## src/inc/rtcsel_consts.vh

```
// constants for the clock unit control and status block
// assumes an 8-bit register port addressed with 24-bit byte addresses
`ifndef RTCSEL_CONSTS_VH
`define RTCSEL_CONSTS_VH

// register addresses
`define RTCSEL_ADDR_W 24
`define RTCSEL_ADDR_FLAGS 24'hfff067
`define RTCSEL_ADDR_CTRL1 24'hfff06c
`define RTCSEL_ADDR_CTRL2 24'hfff06d
`define RTCSEL_ADDR_SRCSEL 24'hfff06f
`define RTCSEL_ADDR_IEN1 24'hfffff3

// field positions
`define RTCSEL_BIT_HALF_SEC 1
`define RTCSEL_BIT_SOFT_RST 4
`define RTCSEL_BIT_IRQ_REQ_EN 7
`define RTCSEL_BIT_SRC_RSVD 7
`define RTCSEL_OSEL_HI 6
`define RTCSEL_OSEL_LO 4
`define RTCSEL_SRC_HI 3
`define RTCSEL_SRC_LO 0

// reset values
`define RTCSEL_SRC_RESET 4'h8
`define RTCSEL_OSEL_RESET 3'h0
`define RTCSEL_BYTE_ZERO 8'h00

// output clock select codes, watch clock when bit 0 is set
`define RTCSEL_OSEL_DIV4 3'h0
`define RTCSEL_OSEL_DIV8 3'h2

// counting clock source codes
`define RTCSEL_SRC_WATCH 4'h8
`define RTCSEL_SRC_DIV512 4'h4
`define RTCSEL_SRC_DIV2048 4'h5
`define RTCSEL_SRC_DIV4096 4'h6
`define RTCSEL_SRC_DIV8192 4'h7

// prescaler, counter width and terminal masks
`define RTCSEL_PRE_W 13
`define RTCSEL_MASK_512 13'h01ff
`define RTCSEL_MASK_2048 13'h07ff
`define RTCSEL_MASK_4096 13'h0fff
`define RTCSEL_MASK_8192 13'h1fff
`define RTCSEL_PRE_DIV4_BIT 1
`define RTCSEL_PRE_DIV8_BIT 2

// half-second period in counting ticks, watch clock frequency in hz
`define RTCSEL_WATCH_HZ 32768
`define RTCSEL_HALF_W 14
`define RTCSEL_HALF_LAST 14'h3fff

`endif

```

## src/rtcsel_prescale.v

```verilog
// system clock prescaler giving counting ticks and output clock phases
// assumes clk is the system clock and sys_rst a synchronous reset
`timescale 1ns/1ps
`include "rtcsel_consts.vh"

module rtcsel_prescale (
   // clock and reset
   input wire clk,
   input wire sys_rst,
   // source code from the select register
   input wire [3:0] src_sel,
   // one-cycle tick of the chosen prescaled rate
   output reg pre_tick,
   // square waves of the system clock by 4 and by 8
   output wire div4_level,
   output wire div8_level
);

   reg [`RTCSEL_PRE_W-1:0] cnt_reg;

   // terminal mask for each prescaled source, zero mask means no tick
   function [`RTCSEL_PRE_W-1:0] src_mask;
      input [3:0] code;
      begin
         case (code)
            `RTCSEL_SRC_DIV512: src_mask = `RTCSEL_MASK_512;
            `RTCSEL_SRC_DIV2048: src_mask = `RTCSEL_MASK_2048;
            `RTCSEL_SRC_DIV4096: src_mask = `RTCSEL_MASK_4096;
            `RTCSEL_SRC_DIV8192: src_mask = `RTCSEL_MASK_8192;
            default: src_mask = {`RTCSEL_PRE_W{1'b0}};
         endcase
      end
   endfunction

   // free-running divider; all divisors share it so they stay in phase
   always @(posedge clk) begin
      if (sys_rst) begin
         cnt_reg <= {`RTCSEL_PRE_W{1'b0}};
         pre_tick <= 1'b0;
      end else begin
         cnt_reg <= cnt_reg + 1'b1;
         pre_tick <= (src_mask(src_sel) != {`RTCSEL_PRE_W{1'b0}}) &&
            ((cnt_reg & src_mask(src_sel)) == src_mask(src_sel));
      end
   end

   assign div4_level = cnt_reg[`RTCSEL_PRE_DIV4_BIT];
   assign div8_level = cnt_reg[`RTCSEL_PRE_DIV8_BIT];

endmodule // rtcsel_prescale

```

## src/rtcsel_top.v

```verilog
// clock unit control: half-second interrupt, source and output select
// assumes a one-cycle strobe register port and synchronous inputs
//
// Summary of operation
// - half-second interrupt enable at control two bit 1
// - unit soft reset zeroes enable, half-second counter, flag
// - output pin: sys/4, sys/8 or watch clock
// - source codes pick watch or prescaled system clock
// - source select bit 7 reserved, writes ignored
// - half-second event sets flag bit 1
// - flag cleared by writing 0 while set
// - requests pass only while request enable bit 7 set
//
// Design decision made here: the strobed register port.
`timescale 1ns/1ps
`include "rtcsel_consts.vh"

module rtcsel_top (
   // clock and reset
   input wire clk,
   input wire sys_rst,
   // register port
   input wire [`RTCSEL_ADDR_W-1:0] reg_addr,
   input wire [7:0] reg_wdata,
   input wire reg_wr,
   input wire reg_rd,
   output reg [7:0] reg_rdata,
   // watch clock, sampled on clk
   input wire watch_clk,
   // pin function select for the clock output pin
   input wire clock_out_func_en,
   // external clock output pin
   output reg clock_output_pin,
   // interrupt request to the processor
   output reg irq
);

   // address decode, shared by the read and write paths
   function hit;
      input [`RTCSEL_ADDR_W-1:0] a;
      input [`RTCSEL_ADDR_W-1:0] b;
      begin
         hit = (a == b);
      end
   endfunction

   // register state
   reg half_second_irq_flag_reg;
   reg half_second_irq_flag_next;
   reg half_second_irq_enable_reg;
   reg half_second_irq_enable_next;
   reg soft_rst_reg;
   reg soft_rst_next;
   reg clock_irq_request_enable_reg;
   reg clock_irq_request_enable_next;
   reg [2:0] out_sel_reg;
   reg [2:0] out_sel_next;
   reg [3:0] src_sel_reg;
   reg [3:0] src_sel_next;

   // counting state
   reg watch_prev_reg;
   reg [`RTCSEL_HALF_W-1:0] half_cnt_reg;
   reg [`RTCSEL_HALF_W-1:0] half_cnt_next;
   reg div4_reg;
   reg div8_reg;
   reg watch_out_reg;

   // outputs
   reg [7:0] reg_rdata_next;
   reg clock_output_pin_next;
   reg irq_next;

   wire pre_tick;
   wire div4_level;
   wire div8_level;
   wire watch_tick;
   wire count_tick;
   wire half_event;
   wire wr_flags;
   wire wr_ctrl1;
   wire wr_ctrl2;
   wire wr_srcsel;
   wire wr_ien1;

   // prescaled system clock for free-running operation
   rtcsel_prescale u_prescale (
      .clk (clk),
      .sys_rst (sys_rst),
      .src_sel (src_sel_reg),
      .pre_tick (pre_tick),
      .div4_level (div4_level),
      .div8_level (div8_level)
   );

   // write decode
   assign wr_flags = reg_wr & hit(reg_addr, `RTCSEL_ADDR_FLAGS);
   assign wr_ctrl1 = reg_wr & hit(reg_addr, `RTCSEL_ADDR_CTRL1);
   assign wr_ctrl2 = reg_wr & hit(reg_addr, `RTCSEL_ADDR_CTRL2);
   assign wr_srcsel = reg_wr & hit(reg_addr, `RTCSEL_ADDR_SRCSEL);
   assign wr_ien1 = reg_wr & hit(reg_addr, `RTCSEL_ADDR_IEN1);

   // rising edge of the watch clock, used as the real-time tick
   assign watch_tick = watch_clk & ~watch_prev_reg;

   // counting tick: watch clock for code 1000, prescaler otherwise;
   // prohibited codes give no tick, so the counter just stops
   assign count_tick = (src_sel_reg == `RTCSEL_SRC_WATCH) ?
      watch_tick : pre_tick;

   // half period reached on the last tick of the count
   assign half_event = count_tick & (half_cnt_reg == `RTCSEL_HALF_LAST);

   // half-second counter; cleared while the unit is held in soft reset
   always @* begin
      half_cnt_next = half_cnt_reg;
      if (soft_rst_reg) begin
         half_cnt_next = {`RTCSEL_HALF_W{1'b0}};
      end else if (count_tick) begin
         half_cnt_next = half_cnt_reg + 1'b1;
      end
   end

   // soft reset bit itself; software must write it back to 0
   always @* begin
      soft_rst_next = soft_rst_reg;
      if (wr_ctrl1) begin
         soft_rst_next = reg_wdata[`RTCSEL_BIT_SOFT_RST];
      end
   end

   // half-second enable, loads 0 under the unit soft reset
   always @* begin
      half_second_irq_enable_next = half_second_irq_enable_reg;
      if (soft_rst_reg) begin
         half_second_irq_enable_next = 1'b0;
      end else if (wr_ctrl2) begin
         half_second_irq_enable_next =
            reg_wdata[`RTCSEL_BIT_HALF_SEC];
      end
   end

   // half-second flag: event set wins over a clear in the same cycle
   always @* begin
      half_second_irq_flag_next = half_second_irq_flag_reg;
      if (soft_rst_reg) begin
         half_second_irq_flag_next = 1'b0;
      end else if (half_event) begin
         half_second_irq_flag_next = 1'b1;
      end else if (wr_flags && half_second_irq_flag_reg &&
         !reg_wdata[`RTCSEL_BIT_HALF_SEC]) begin
         half_second_irq_flag_next = 1'b0;
      end
   end

   // source select; soft reset leaves it alone, bit 7 has no storage
   always @* begin
      src_sel_next = src_sel_reg;
      out_sel_next = out_sel_reg;
      if (wr_srcsel) begin
         src_sel_next = reg_wdata[`RTCSEL_SRC_HI:`RTCSEL_SRC_LO];
         out_sel_next = reg_wdata[`RTCSEL_OSEL_HI:`RTCSEL_OSEL_LO];
      end
   end

   // request enable sits in the interrupt controller, outside soft reset
   always @* begin
      clock_irq_request_enable_next = clock_irq_request_enable_reg;
      if (wr_ien1) begin
         clock_irq_request_enable_next =
            reg_wdata[`RTCSEL_BIT_IRQ_REQ_EN];
      end
   end

   // interrupt level follows the flag and both enables
   always @* begin
      irq_next = half_second_irq_flag_reg &
         half_second_irq_enable_reg &
         clock_irq_request_enable_reg;
   end

   // output clock choice; codes 100 and 110 have no clock, pin held low
   always @* begin
      clock_output_pin_next = 1'b0;
      if (clock_out_func_en) begin
         if (out_sel_reg[0]) begin
            clock_output_pin_next = watch_out_reg;
         end else begin
            case (out_sel_reg)
               `RTCSEL_OSEL_DIV4: clock_output_pin_next = div4_reg;
               `RTCSEL_OSEL_DIV8: clock_output_pin_next = div8_reg;
               default: clock_output_pin_next = 1'b0;
            endcase
         end
      end
   end

   // read mux; unmapped addresses and unused bits read as zero
   always @* begin
      reg_rdata_next = `RTCSEL_BYTE_ZERO;
      if (reg_rd) begin
         if (hit(reg_addr, `RTCSEL_ADDR_FLAGS)) begin
            reg_rdata_next[`RTCSEL_BIT_HALF_SEC] =
               half_second_irq_flag_reg;
         end else if (hit(reg_addr, `RTCSEL_ADDR_CTRL1)) begin
            reg_rdata_next[`RTCSEL_BIT_SOFT_RST] = soft_rst_reg;
         end else if (hit(reg_addr, `RTCSEL_ADDR_CTRL2)) begin
            reg_rdata_next[`RTCSEL_BIT_HALF_SEC] =
               half_second_irq_enable_reg;
         end else if (hit(reg_addr, `RTCSEL_ADDR_SRCSEL)) begin
            // reserved bit has no storage and always reads 0
            reg_rdata_next[`RTCSEL_BIT_SRC_RSVD] = 1'b0;
            reg_rdata_next[`RTCSEL_OSEL_HI:`RTCSEL_OSEL_LO] = out_sel_reg;
            reg_rdata_next[`RTCSEL_SRC_HI:`RTCSEL_SRC_LO] = src_sel_reg;
         end else if (hit(reg_addr, `RTCSEL_ADDR_IEN1)) begin
            reg_rdata_next[`RTCSEL_BIT_IRQ_REQ_EN] =
               clock_irq_request_enable_reg;
         end
      end
   end

   // control registers
   always @(posedge clk) begin
      if (sys_rst) begin
         half_second_irq_flag_reg <= 1'b0;
         half_second_irq_enable_reg <= 1'b0;
         soft_rst_reg <= 1'b0;
         clock_irq_request_enable_reg <= 1'b0;
         out_sel_reg <= `RTCSEL_OSEL_RESET;
         src_sel_reg <= `RTCSEL_SRC_RESET;
      end else begin
         half_second_irq_flag_reg <= half_second_irq_flag_next;
         half_second_irq_enable_reg <= half_second_irq_enable_next;
         soft_rst_reg <= soft_rst_next;
         clock_irq_request_enable_reg <= clock_irq_request_enable_next;
         out_sel_reg <= out_sel_next;
         src_sel_reg <= src_sel_next;
      end
   end

   // counter and clock-phase registers; the extra stage on each
   // phase keeps the pin glitch-free, at one cycle of delay
   always @(posedge clk) begin
      if (sys_rst) begin
         watch_prev_reg <= 1'b0;
         half_cnt_reg <= {`RTCSEL_HALF_W{1'b0}};
         div4_reg <= 1'b0;
         div8_reg <= 1'b0;
         watch_out_reg <= 1'b0;
      end else begin
         watch_prev_reg <= watch_clk;
         half_cnt_reg <= half_cnt_next;
         div4_reg <= div4_level;
         div8_reg <= div8_level;
         watch_out_reg <= watch_clk;
      end
   end

   // output registers
   always @(posedge clk) begin
      if (sys_rst) begin
         reg_rdata <= `RTCSEL_BYTE_ZERO;
         clock_output_pin <= 1'b0;
         irq <= 1'b0;
      end else begin
         reg_rdata <= reg_rdata_next;
         clock_output_pin <= clock_output_pin_next;
         irq <= irq_next;
      end
   end

endmodule // rtcsel_top

```

## config.mk

```make
export PLATFORM = sky130hd
export DESIGN_NAME = rtcsel_top
export DESIGN_NICKNAME = d
export VERILOG_FILES = /design/src/rtcsel_prescale.v /design/src/rtcsel_top.v
export VERILOG_INCLUDE_DIRS = /design/src /design/src/inc
export SDC_FILE = /design/constraint.sdc
export NUM_CORES = 1
export LEC_CHECK = 0
export BUFFER_PORTS_ARGS = -buffer_cell sky130_fd_sc_hd__buf_2
export CAP_MARGIN = 20
export CORE_AREA = 3 3 86 88
export DETAILED_ROUTE_END_ITERATION = 12
export DIE_AREA = 0 0 89 91
export SYNTH_ARGS = -nofsm -noshare
export SYNTH_HDL_FRONTEND = slang
export SYNTH_SLANG_ARGS = --single-unit
```

## constraint.sdc

```tcl
create_clock -name clk -period 1.9 [get_ports clk]
set_input_delay 0.095 -clock clk [delete_from_list [all_inputs] [get_ports clk]]
set_output_delay 0.095 -clock clk [all_outputs]
set_load 0.05 [all_outputs]
```

# Word level (Yosys, flattened, before mapping)
# Cells that the tools add are included.
[word_totals] in_bits=38 elab_cells=75 ff_bits=52 output_inout_bits=10
[op_classes] muxes=14 add_sub_neg=2 eq_ne=13 bitwise=15 n_reduce_logical=13
[op_table] operator="== test 24 bit, second input constant" count=5
[op_table] operator="one-hot mux 13 bit (4 select lines)" count=1
[op_table] operator="== test 4 x 3 -> 1 bit, second input constant" count=4
[op_table] operator="adder 14 x 1 -> 14 bit, second input constant" count=1
[op_table] operator="== test 14 bit, second input constant" count=1
[op_table] operator="adder 13 x 1 -> 13 bit, second input constant" count=1
[op_table] operator="bitwise AND 13 bit" count=1
[op_table] operator="== test 13 bit" count=1
[op_table] operator="2-to-1 mux 13 bit" count=1
[op_table] operator="nonzero test 13 bit" count=1
[op_table] operator="bitwise AND 1 bit" count=9
[op_table] operator="2-to-1 mux 1 bit" count=8
[op_table] operator="OR reduction 7 bit" count=1
[op_table] operator="OR reduction 2 bit" count=3
[op_table] operator="OR reduction 6 bit" count=1
[op_table] operator="2-to-1 mux 5 bit" count=1
[op_table] operator="NOT 1 bit" count=5
[op_table] operator="== test 4 bit, second input constant" count=1
[op_table] operator="== test 3 x 2 -> 1 bit, second input constant" count=1
[op_table] operator="logical AND 1 bit" count=3
[op_table] operator="zero test 3 bit" count=1
[op_table] operator="2-to-1 mux 3 bit" count=1
[op_table] operator="OR reduction 3 bit" count=1
[op_table] operator="2-to-1 mux 2 bit" count=1
[op_table] operator="3 further kinds" count=3

# Longest topological paths before layout
# Gate-level depths: netlist of the first run.
[depth] word_depth=6 mapped_depth=6 depth_no_buf=5

# Modules after synthesis
# From an unflattened synthesis of the first run, not the netlist that was laid out.
[unflattened] hier_cells=266 area_unflattened_um2=2323.5
[by_module_without_submodules] mod="rtcsel_top" seq_area_each_um2=760.7 cells_per_inst=198 area_per_inst_um2=1717.9 n_inst=1
[by_module_without_submodules] mod="rtcsel_prescale" seq_area_each_um2=280.3 cells_per_inst=68 area_per_inst_um2=605.6 n_inst=1

# Worst setup path before layout of the first run
# OpenSTA, ideal clock, no wires.
[synth_timing] kind="reg2reg" startpoint="reg src_sel_reg[0]" endpoint="reg half_cnt_reg[6]" path_slack_ps=258 period_less_slack_ps=1642 path_stages_with_launch=6 n_path_buf=1 setup_time_ps=70 t_arrival_ps=1571 required_ps=1830 path_cell_list="dfxtp_1 nor4b_4 mux2_2 clkbuf_1 or3_1 a21oi_1"
[synth_via] elab_chain_len=2
[synth_rtl] item="from (decl)" line_no="rtcsel_top.v:58" rtl="reg [3:0] src_sel_reg;"
[synth_rtl] item="from (signal assigned)" line_no="rtcsel_top.v:230" rtl="src_sel_reg <= `RTCSEL_SRC_RESET;"
[synth_rtl] item="from (signal assigned)" line_no="rtcsel_top.v:237" rtl="src_sel_reg <= src_sel_next;"
[synth_rtl] item="== test 4 bit (no source line)"
[synth_rtl] item="2-to-1 mux 1 bit" line_no="rtcsel_top.v:108" rtl="assign count_tick = (src_sel_reg == `RTCSEL_SRC_WATCH) ?"
[synth_rtl] item="to (signal assigned)" line_no="rtcsel_top.v:246" rtl="half_cnt_reg <= {`RTCSEL_HALF_W{1'b0}};"
[synth_rtl] item="to (signal assigned)" line_no="rtcsel_top.v:252" rtl="half_cnt_reg <= half_cnt_next;"
[synth_rtl] item="to (decl)" line_no="rtcsel_top.v:63" rtl="reg [`RTCSEL_HALF_W-1:0] half_cnt_reg;"
# No other way between the ends.
# A chain may end at the register's enable or synchronous reset.

# Worst setup path after layout of the first run
[layout_timing] startpoint="reg src_sel_reg[0]" endpoint="reg half_cnt_reg[12]"
# Same word-level chain as after synthesis.

==> qor.txt, run 1 <==
Commonest non-fill, non-tap cells in the layout: dfxtp_1 (52), buf_2 (47), nor2_1 (22)
Placer Congestion: 0.808
Seq/Total Area, Yosys: 44.8%
Minimum clock period: 1800 ps
P_sw: 0.466 mW
Ys flop type: dfxtp_1
Syn_nets: 300
Clk sinks: 52
Clock share of power: 35.0%
Final wirelength: 5.06 mm
Reg-to-Reg Start: src_sel_reg[0]
Worst hold margin: 12.4 ps
Die X: 89 um
Post-CTS setup buffer count: 0
DRC Markers: 0
Area grow syn2layout: 18.0%
CTS clock-pin slew for the worst setup and hold paths: 110 ps
Worst-margin pin slew: 432 ps
Number of fill cells: 680
Final Util: 40.8%
Synthesis warning total: 0
Max Transition Viols Final: 0
Max VDD drop: 0.303 mV
Leak: 1.05 nW
Critical path launch point type: flip-flop
CP Capture Type: flip-flop
Worst Setup EP: half_cnt_reg[12]
Final net count: 347
Hold Vio Cnt, Final: 0
Post-DP HPWL: 3.78 mm
Number of global-route vias before repair: 1847
Commonest non-fill, non-tap cell in the layout: dfxtp_1
Post-synth cell types: 44
DR iter-0 viols: 66
Initial antenna violation count: 0
Worst Reg2Reg Path Length in Cells: 4
Via count: 2025
Post-synth EDFFs: 0
Sw Share: 24.6%
Gate Count Post-Synth: 260
Flop and latch count out of synthesis: 52
Data arrival, critical path: 2050 ps
Max reg flops: 14
Worst Path Max Fanout: 11
Worst-skew pair later-pin latency: 320 ps
Wirelength per Cell: 13.0 um
Power Density: 692 nW/um^2
Fmax: 555 MHz
Worst reg2reg setup slack: 100 ps
Worst Hold Class: input port to flip-flop
Cts repair resizes: 0
Slew Limit Headroom: 70.9%
CP max stage cell: mux2_2
CTS max path bufs: 2
CP startpoint: src_sel_reg[0]
TritonCTS Buffers: 5
Sequential share of power: 58.8%
H-tree Lvls: 2
CTS root buf: clkbuf_8
TritonRoute pass-1 iters: 4
Final setup viols: 0
Avg Inst Size Synth: 8.93 um^2
Comb pwr share: 6.1%
Die H: 91 um
Period utilisation layout: 94.8%
# port buffers: 47
Clock skew: 11.7 ps
First-pass GRT wire length: 8.13 mm
WP data required: 2140 ps
Setup_tns: 0 ps
Vias per Instance: 5.22
Largest net degree at the start of global routing: 32
# hold bufs at CTS: 0
Max-cap viol count: 0
Layout cells sized above 1: 22.4%
Initial Utilization: 34.6%
Rows: 30
Internal power: 1.43 mW
Die area: 8100 um^2
Final setup margin: 99.2 ps
Reg2Reg Capture Point: half_cnt_reg[12]
Run status: finished clean
Async set or reset register ratio after synthesis: 0%
Mapped cell area: 2320 um^2
Diode count: 0
Post-place setup slack: 128 ps
Cell Chain, Critical Path: nor4b_4 > mux2_2 > or4_1 > a21oi_1
RSZ-0062 raised after global routing: false
Grt total ovfl: 0
Core ar.: 6720 um^2
Max incr delay on CP: 450 ps
# IOs: 48
Final ANT Viol Nets: 0
CP Class: flip-flop to flip-flop
CTS tree: done
GRT Overall Usage: 12.6%
-- logic make-up (layout without fill, tap and decap cells) --
| logic type | count (synthesis) | after routing | share of synthesized area, % |
|---|---|---|---|
| flip-flops | 52 | 52 | 44.8 |
| adder cells (fa/ha/maj) | 2 | 2 | 1.08 |
| buffers and inverters | 15 | 63 | 2.53 |
| multiplexers | 6 | 6 | 2.69 |
| AO/OA/AOI/OAI | 47 | 47 | 11.7 |
| XOR/XNOR | 12 | 12 | 4.53 |
| AND/OR/NAND/NOR | 126 | 126 | 32.7 |
-- per-stage QoR --
stage / instance area (um^2) / cells / power, mW
2_1_floorplan: 2320 / 260 / 1.19
3_3_place_gp: 2640 / 380 / 1.26
3_5_place_dp: 2640 / 380 / 1.26
4_1_cts: 2740 / 388 / 1.92
5_1_grt: 2740 / 388 / 1.99
6_report: 2740 / 388 / 1.89
-- worst min-delay path by stage --
stage | cells after the start | start | to | slack (ps)
after floorplan | 2 | reg_addr[0] | reg_rdata[1] | 220
after global placement | 2 | reg_wdata[3] | src_sel_reg[3] | 340
after detailed placement | 2 | reg_wdata[3] | src_sel_reg[3] | 350
after CTS | 2 | reg_wdata[3] | src_sel_reg[3] | 7
after global routing | 2 | reg_wdata[3] | src_sel_reg[3] | 10
final | 2 | reg_wdata[3] | src_sel_reg[3] | 10
-- cells in the mapped netlist (5+ instances only) --
master | instances | area [um^2]
and2_1 | 6 | 37.5
and3_1 | 5 | 31.3
or3_1 | 6 | 37.5
or4_1 | 6 | 45.0
a21oi_1 | 21 | 105
o21ai_0 | 13 | 65.1
nor3_1 | 5 | 25.0
nor2_1 | 22 | 82.6
clkbuf_1 | 7 | 26.3
o31ai_1 | 5 | 37.5
and4_1 | 6 | 52.6
nand2_1 | 14 | 52.6
nand4_1 | 19 | 119
nand3_1 | 9 | 45.0
nor2b_1 | 9 | 56.3
dfxtp_1 | 52 | 1040
xor2_1 | 10 | 87.6
-- worst max-delay path, delay by kind of cell, from the launching register on --
kind               cells  cell delay (ps)
AOI/OAI and AO/OA      1              150
DFF                    1              360
muxes                  1              450
and+or+nand+nor        2              770
-- power groups by stage --
stage               clock (mW)  combinational (mW)  sequential (mW)
floorplan                    0              0.0548             1.14
global placement             0               0.117             1.14
detailed placement           0               0.117             1.14
CTS                      0.688               0.118             1.11
global route             0.741               0.130             1.12
finish                   0.664               0.116             1.11
-- final cells by class --
cell class	instances	area [um^2]	area share, %
clock buffers	5	68.8	2.51
clock inverters	3	27.5	1.00
inverters	4	15.0	0.548
multi-input cells	193	1220	44.6
flip-flops and latches	52	1040	38.0
well taps	80	100	3.65
repair buffers	51	265	9.68
-- routing by layer --
metal | part of all wire, % | GRT usage (%) | wire (um)
met1 | 47 | 15.5 | 2390
met2 | 45 | 20.7 | 2270
met3 | 6.2 | 2.99 | 315
met4 | 1.5 | 5.71 | 78
met5 | 0 | 0 | 0
(Power assumes the default switching activity.)
==> inputs of run 2 (changes only) <==
SYNTH_HIERARCHICAL = 1   (was not set)
==> run 2 against run 1 <==
Against the previous run: area after synthesis about the same; critical path type unchanged; die area did not move; worst hold slack improved by 23 ps; largest cell class unchanged; routed wire length is 5.8% higher; clock-buffer cell count unchanged.
==> qor.txt, run 2 <==
Clock skew: 6.43 ps (-5.29 ps)
Leak: 1.05 nW (+0.66%)
First-pass GRT wire length: 9.01 mm (+11%)
Post-DP HPWL: 3.95 mm (+4.6%)
CP max stage cell: or4_1
Crit path top cell by count: buf_4
Initial antenna violation count: 0 (unchanged)
Die H: 91 um (unchanged)
CTS root buf: clkbuf_8
Worst Path Max Fanout: 14 (+3)
Async set or reset register ratio after synthesis: 0% (unchanged)
Ys flop type: dfxtp_1
Syn_nets: 306 (+2.0%)
Cell Chain, Critical Path: nor4b_4 > buf_4 > mux2i_1 > buf_4 > or4_1 > a21oi_1
RSZ-0062 raised after global routing: false
Clk sinks: 52 (unchanged)
Rows: 30 (unchanged)
Data arrival, critical path: 2020 ps (-30 ps)
Max incr delay on CP: 500 ps (+50 ps)
Max Transition Viols Final: 0 (unchanged)
Pwr Total: 2.00 mW (+5.6%)
DR iter-0 viols: 107 (+62%)
Layout cells sized above 1: 25.0% (+2.6 points)
Final setup viols: 0 (unchanged)
Wirelength per Cell: 13.2 um (+1.6%)
Commonest non-fill, non-tap cells in the layout: dfxtp_1 (52), buf_2 (47), a21oi_1 (32)
Dominant cell type by area after synthesis: dfxtp_1
Flop and latch count out of synthesis: 52 (unchanged)
CTS max path bufs: 2 (unchanged)
Number of global-route vias before repair: 2004 (+8.5%)
Max VDD drop: 0.300 mV (-1.1%)
Final wirelength: 5.35 mm (+5.8%)
TritonCTS Buffers: 5 (unchanged)
Period utilisation layout: 93.7% (-1.0 points)
Vias per Instance: 5.24 (+0.45%)
DRC Markers: 0 (unchanged)
Worst-skew pair later-pin latency: 300 ps (-20 ps)
Grt total ovfl: 0 (unchanged)
GRT Overall Usage: 13.8% (+1.2 points)
Setup_tns: 0 ps (unchanged)
Max-cap viol count: 0 (unchanged)
Most frequent cell after synthesis: dfxtp_1
CP Class: flip-flop to flip-flop
# IOs: 48 (unchanged)
Post-synth cell types: 38 (-14%)
Initial Utilization: 34.6% (about the same)
Top post-synthesis cells by area: dfxtp_1 (45%), a21oi_1 (6.9%), o31ai_1 (4.2%)
CTS clock-pin slew for the worst setup and hold paths: 100 ps (about the same)
WP data required: 2140 ps (about the same)
TritonRoute pass-1 iters: 5 (+1)
Run status: finished clean
Critical path launch point type: flip-flop
Final ANT Viol Nets: 0 (unchanged)
Via count: 2118 (+4.6%)
Area share of the largest cell type after synthesis: 44.8% (about the same)
Diode count: 0 (unchanged)
Seq/Total Area, Yosys: 44.8% (about the same)
Avg Inst Size Synth: 8.73 um^2 (-2.2%)
Slew Limit Headroom: 76.1% (+5.1 points)
Placer Congestion: 0.800 (-0.89%)
Power Density: 703 nW/um^2 (+1.7%)
Core ar.: 6720 um^2 (unchanged)
Commonest non-fill, non-tap cell in the layout: dfxtp_1
Final net count: 363 (+4.6%)
Worst Hold Class: input port to flip-flop
Largest net degree at the start of global routing: 27 (-16%)
# port buffers: 47 (unchanged)
Fmax: 561 MHz (+1.1%)
Post-synth EDFFs: 0 (unchanged)
Max reg flops: 14 (unchanged)
Worst-margin pin slew: 356 ps (-76.5 ps)
Hold Vio Cnt, Final: 0 (unchanged)
Mapped cell area: 2320 um^2 (about the same)
Placed inst area: 2720 um^2 (+3.0%)
Die X: 89 um (unchanged)
CP Capture Type: flip-flop
Area grow syn2layout: 22.5%
CTS tree: done
Final Instance Area: 2850 um^2 (+3.9%)
Die area: 8100 um^2 (unchanged)
Gate Count Post-Synth: 266 (+2.3%)
Most common library cells after synthesis: dfxtp_1 (52), a21oi_1 (32), nand3_1 (17), nand2_1 (15), o21ai_0 (15)
H-tree Lvls: 2 (unchanged)
Synthesis warning total: 6 (+6)
Minimum clock period: 1780 ps (-19.8 ps)
-- run 2: cell types whose count changed in the layout (fill, tap and decap cells not counted), moves of 8 or more --
cell	change
a21oi_1	+11
buf_4	+9
nand3_1	+8
nand4_1	-8
nor2_1	-9
o31ai_1	+8
-- run 2: final cells by class --
cell class / count / area (um^2)
inverter: 5 / 18.8
timing repair buffer: 60 / 333
clock buffer: 5 / 68.8
clock inverter: 3 / 42.5
tap: 80 / 100
multi-input combinational: 199 / 1240
fill: 668 / 3870
sequential: 52 / 1040
-- run 2: worst paths after layout --
check	start	slack (ps)	endpoint	cells past startpoint
worst max register to register	src_sel_reg[0]	120	half_cnt_reg[11]	6
worst min-delay path	watch_clk	40	watch_out_reg	2
worst min register to register	clock_irq_request_enable_reg	460	reg_rdata[7]	2
worst max-delay path	src_sel_reg[0]	120	half_cnt_reg[11]	6
-- run 2: kinds of logic after synthesis --
family,count (synthesis),share of synthesized area [%]
and+or+nand+nor,122,31.1
DFF,52,44.8
buffers and inverters,15,2.53
muxes,6,2.64
xor gates and xnor gates,5,1.89
adders and majority gates,2,1.08
AOI/OAI and AO/OA,64,16.0
-- run 2: timing repair --
| item | in CTS | in global routing |
|---|---|---|
| gates resized for setup | 0 | 2 |
| endpoints found under the setup margin | 0 | 1 |
| buffers inserted | 0 | 0 |
| hold buffers | 0 | 0 |
-- run 2: power breakdown --
| group | switching [mW] | total (mW) | internal [mW] |
|---|---|---|---|
| Combinational | 0.0641 | 0.122 | 0.0577 |
| Sequential | 0.0120 | 1.11 | 1.10 |
| Clock | 0.375 | 0.766 | 0.390 |
| Total | 0.451 | 2.00 | 1.55 |
-- run 2: routing by layer --
| metal | wire [um] | GRT usage (%) | vias up |
|---|---|---|---|
| met1 | 2530 | 17.9 | 971 |
| met5 | 0 | 0 | - |
| met3 | 155 | 3.81 | 4 |
| met4 | 40 | 2.98 | 0 |
| met2 | 2620 | 22.8 | 31 |
| li1 | - | - | 1112 |
-- run 2: critical path: cells and delay by family (launching register included) --
| family | cells | cell delay [ps] |
|---|---|---|
| flip-flops | 1 | 340 |
| AO/OA/AOI/OAI | 1 | 150 |
| multiplexers | 1 | 60 |
| buffers and inverters | 2 | 340 |
| AND/OR/NAND/NOR | 2 | 820 |
-- run 2: metrics by stage --
step | hold WS [ps] | util, % | std cells | setup slack (ps)
after floorplan | 164 | - | 266 | 12.0
after global placement | 340 | 40.5 | 396 | -116
after detailed placement | 345 | 40.5 | 396 | -140
after CTS | 20.8 | 42.2 | 404 | 41.8
after global routing | 12.9 | 42.4 | 404 | 21.6
final | 35.1 | 42.4 | 404 | 119
==> inputs of run 3 (changes only) <==
RECOVER_POWER = 25   (was not set)
==> run 3 against run 2 <==
Against the previous run: global-route usage is the same; final area shrank 0.53%; combinational power hardly changed; setup slack about the same; core utilization is 0.22 points lower; clock-buffer cell count unchanged; fmax about the same; critical endpoint unchanged.
==> qor.txt, run 3 (synthesized netlist as in run 2, its figures left out) <==
Placed inst area: 2720 um^2 (unchanged)
Number of global-route vias before repair: 2004 (unchanged)
# port buffers: 47 (unchanged)
Minimum clock period: 1780 ps (+0.149 ps)
Cts repair resizes: 0 (unchanged)
Max reg flops: 14 (unchanged)
Rows: 30 (unchanged)
Largest net degree at the start of global routing: 27 (unchanged)
Pwr Total: 2.00 mW (-0.14%)
Worst reg2reg setup slack: 120 ps (about the same)
Final ANT Viol Nets: 0 (unchanged)
Power Density: 706 nW/um^2 (+0.39%)
HP Start: watch_clk
Hold Path Cell Cnt: 2 (unchanged)
Data arrival, critical path: 2020 ps (about the same)
Slew Limit Headroom: 24.6% (-51 points)
Number of fill cells: 675 (+1.0%)
Post-DP HPWL: 3.95 mm (unchanged)
Hold worst-path end: watch_out_reg
DR iter-0 viols: 107 (unchanged)
Reg-to-Reg Start: src_sel_reg[0]
RSZ-0062 raised after global routing: false
Final setup margin: 119 ps (-0.149 ps)
CTS root buf: clkbuf_8
Die X: 89 um (unchanged)
Setup_tns: 0 ps (unchanged)
Worst Path Max Fanout: 14 (unchanged)
Crit path top cell by count: buf_4
CP Class: flip-flop to flip-flop
# hold bufs at CTS: 0 (unchanged)
Max Transition Viols Final: 0 (unchanged)
Post-CTS setup buffer count: 0 (unchanged)
Worst-skew pair later-pin latency: 300 ps (about the same)
H-tree Lvls: 2 (unchanged)
Sequential Area: 1040 um^2 (unchanged)
Area grow syn2layout: 21.9%
Final wirelength: 5.36 mm (+0.24%)
Max-cap viol count: 0 (unchanged)
Wirelength per Cell: 13.3 um (+0.24%)
Period utilisation layout: 93.7% (about the same)
Core ar.: 6720 um^2 (unchanged)
WP data required: 2140 ps (about the same)
TritonRoute pass-1 iters: 4 (-1)
First-pass GRT wire length: 9.01 mm (unchanged)
Worst Reg2Reg Path Length in Cells: 6 (unchanged)
Die area: 8100 um^2 (unchanged)
Worst Hold Class: input port to flip-flop
GRT Overall Usage: 13.8% (unchanged)
Grt total ovfl: 0 (unchanged)
Worst hold margin: 35.4 ps (+0.286 ps)
Worst-margin pin slew: 1130 ps (+775 ps)
Clock skew: 6.49 ps (+0.0580 ps)
CTS tree: done
Post-place setup slack: -140 ps (unchanged)
Layout cells sized above 1: 21.9% (-3.1 points)
Leak: 1.01 nW (-3.8%)
Via count: 2124 (+0.28%)
TritonCTS Buffers: 5 (unchanged)
# IOs: 48 (unchanged)
Diode count: 0 (unchanged)
Commonest non-fill, non-tap cells in the layout: dfxtp_1 (52), buf_2 (38), a21oi_1 (32)
Final Instance Area: 2830 um^2 (-0.53%)
Max VDD drop: 0.300 mV (about the same)
Initial Utilization: 34.6% (unchanged)
Final net count: 363 (unchanged)
Run status: finished clean
Final setup viols: 0 (unchanged)
Reg2Reg Capture Point: half_cnt_reg[11]
DRC Markers: 0 (unchanged)
Fmax: 561 MHz (about the same)
Initial antenna violation count: 0 (unchanged)
CTS clock-pin slew for the worst setup and hold paths: 90 ps (about the same)
CTS max path bufs: 2 (unchanged)
Placer Congestion: 0.800 (unchanged)
Hold Vio Cnt, Final: 0 (unchanged)
Vias per Instance: 5.26 (+0.28%)
Max incr delay on CP: 500 ps (about the same)
Cell Chain, Critical Path: nor4b_4 > buf_4 > mux2i_1 > buf_4 > or4_1 > a21oi_1
Commonest non-fill, non-tap cell in the layout: dfxtp_1
Footprint of the multi-input gates: 1240 um^2 (unchanged)
Critical path launch point type: flip-flop
CP Capture Type: flip-flop
Die H: 91 um (unchanged)
CP max stage cell: or4_1
Clk sinks: 52 (unchanged)
==> run 3: cell count changes in the layout (fill, tap and decap cells not counted) <==
cell	previous run	this run
clkbuf_1	0	10
buf_2	47	38
buf_4	13	12
==> run 3: layer usage <==
layer | up-vias | track usage [%] | part of all wire, %
li1 | 1110 | - | -
met4 | 0 | 2.98 | 0.75
met3 | 4 | 3.81 | 3.4
met5 | - | 0 | 0
met2 | 35 | 22.8 | 49
met1 | 975 | 17.9 | 46
==> run 3: layout make-up <==
cell class,count,area share (%)
Clock buffer,5,2.43
Clock inverter,3,1.50
Inverter,5,0.663
Multi-Input combinational cell,199,43.9
Sequential cell,52,36.8
Tap cell,80,3.54
Timing Repair Buffer,60,11.2
==> run 3: worst max-delay path by stage <==
| stage | cells past startpoint | startpoint | slack, ps | to |
|---|---|---|---|---|
| global placement | 5 | reg_addr[4] | -120 | half_second_irq_enable_reg |
| detailed placement | 5 | reg_addr[4] | -140 | half_second_irq_enable_reg |
| floorplan | 5 | src_sel_reg[0] | 10 | half_cnt_reg[10] |
| global route | 6 | src_sel_reg[0] | 20 | half_cnt_reg[11] |
| CTS | 4 | src_sel_reg[0] | 40 | half_cnt_reg[12] |
| finish | 6 | src_sel_reg[0] | 120 | half_cnt_reg[11] |
==> run 3: critical path: cells and delay by family, from the launching register on <==
family | cells | cell delay, ps
flops | 1 | 340
mux | 1 | 60
buf+inv | 2 | 340
compound gates | 1 | 150
simple gates | 2 | 820
==> run 3: power breakdown <==
| group | switching [mW] | internal (mW) |
|---|---|---|
| Combinational | 0.0641 | 0.0560 |
| Sequential | 0.0120 | 1.10 |
| Clock | 0.374 | 0.390 |
| Total | 0.450 | 1.55 |
==> run 3: per-stage QoR <==
step / std cells / util (%)
2_1_floorplan: 266 / -
3_3_place_gp: 396 / 40.5
3_5_place_dp: 396 / 40.5
4_1_cts: 404 / 42.2
5_1_grt: 404 / 42.1
6_report: 404 / 42.1
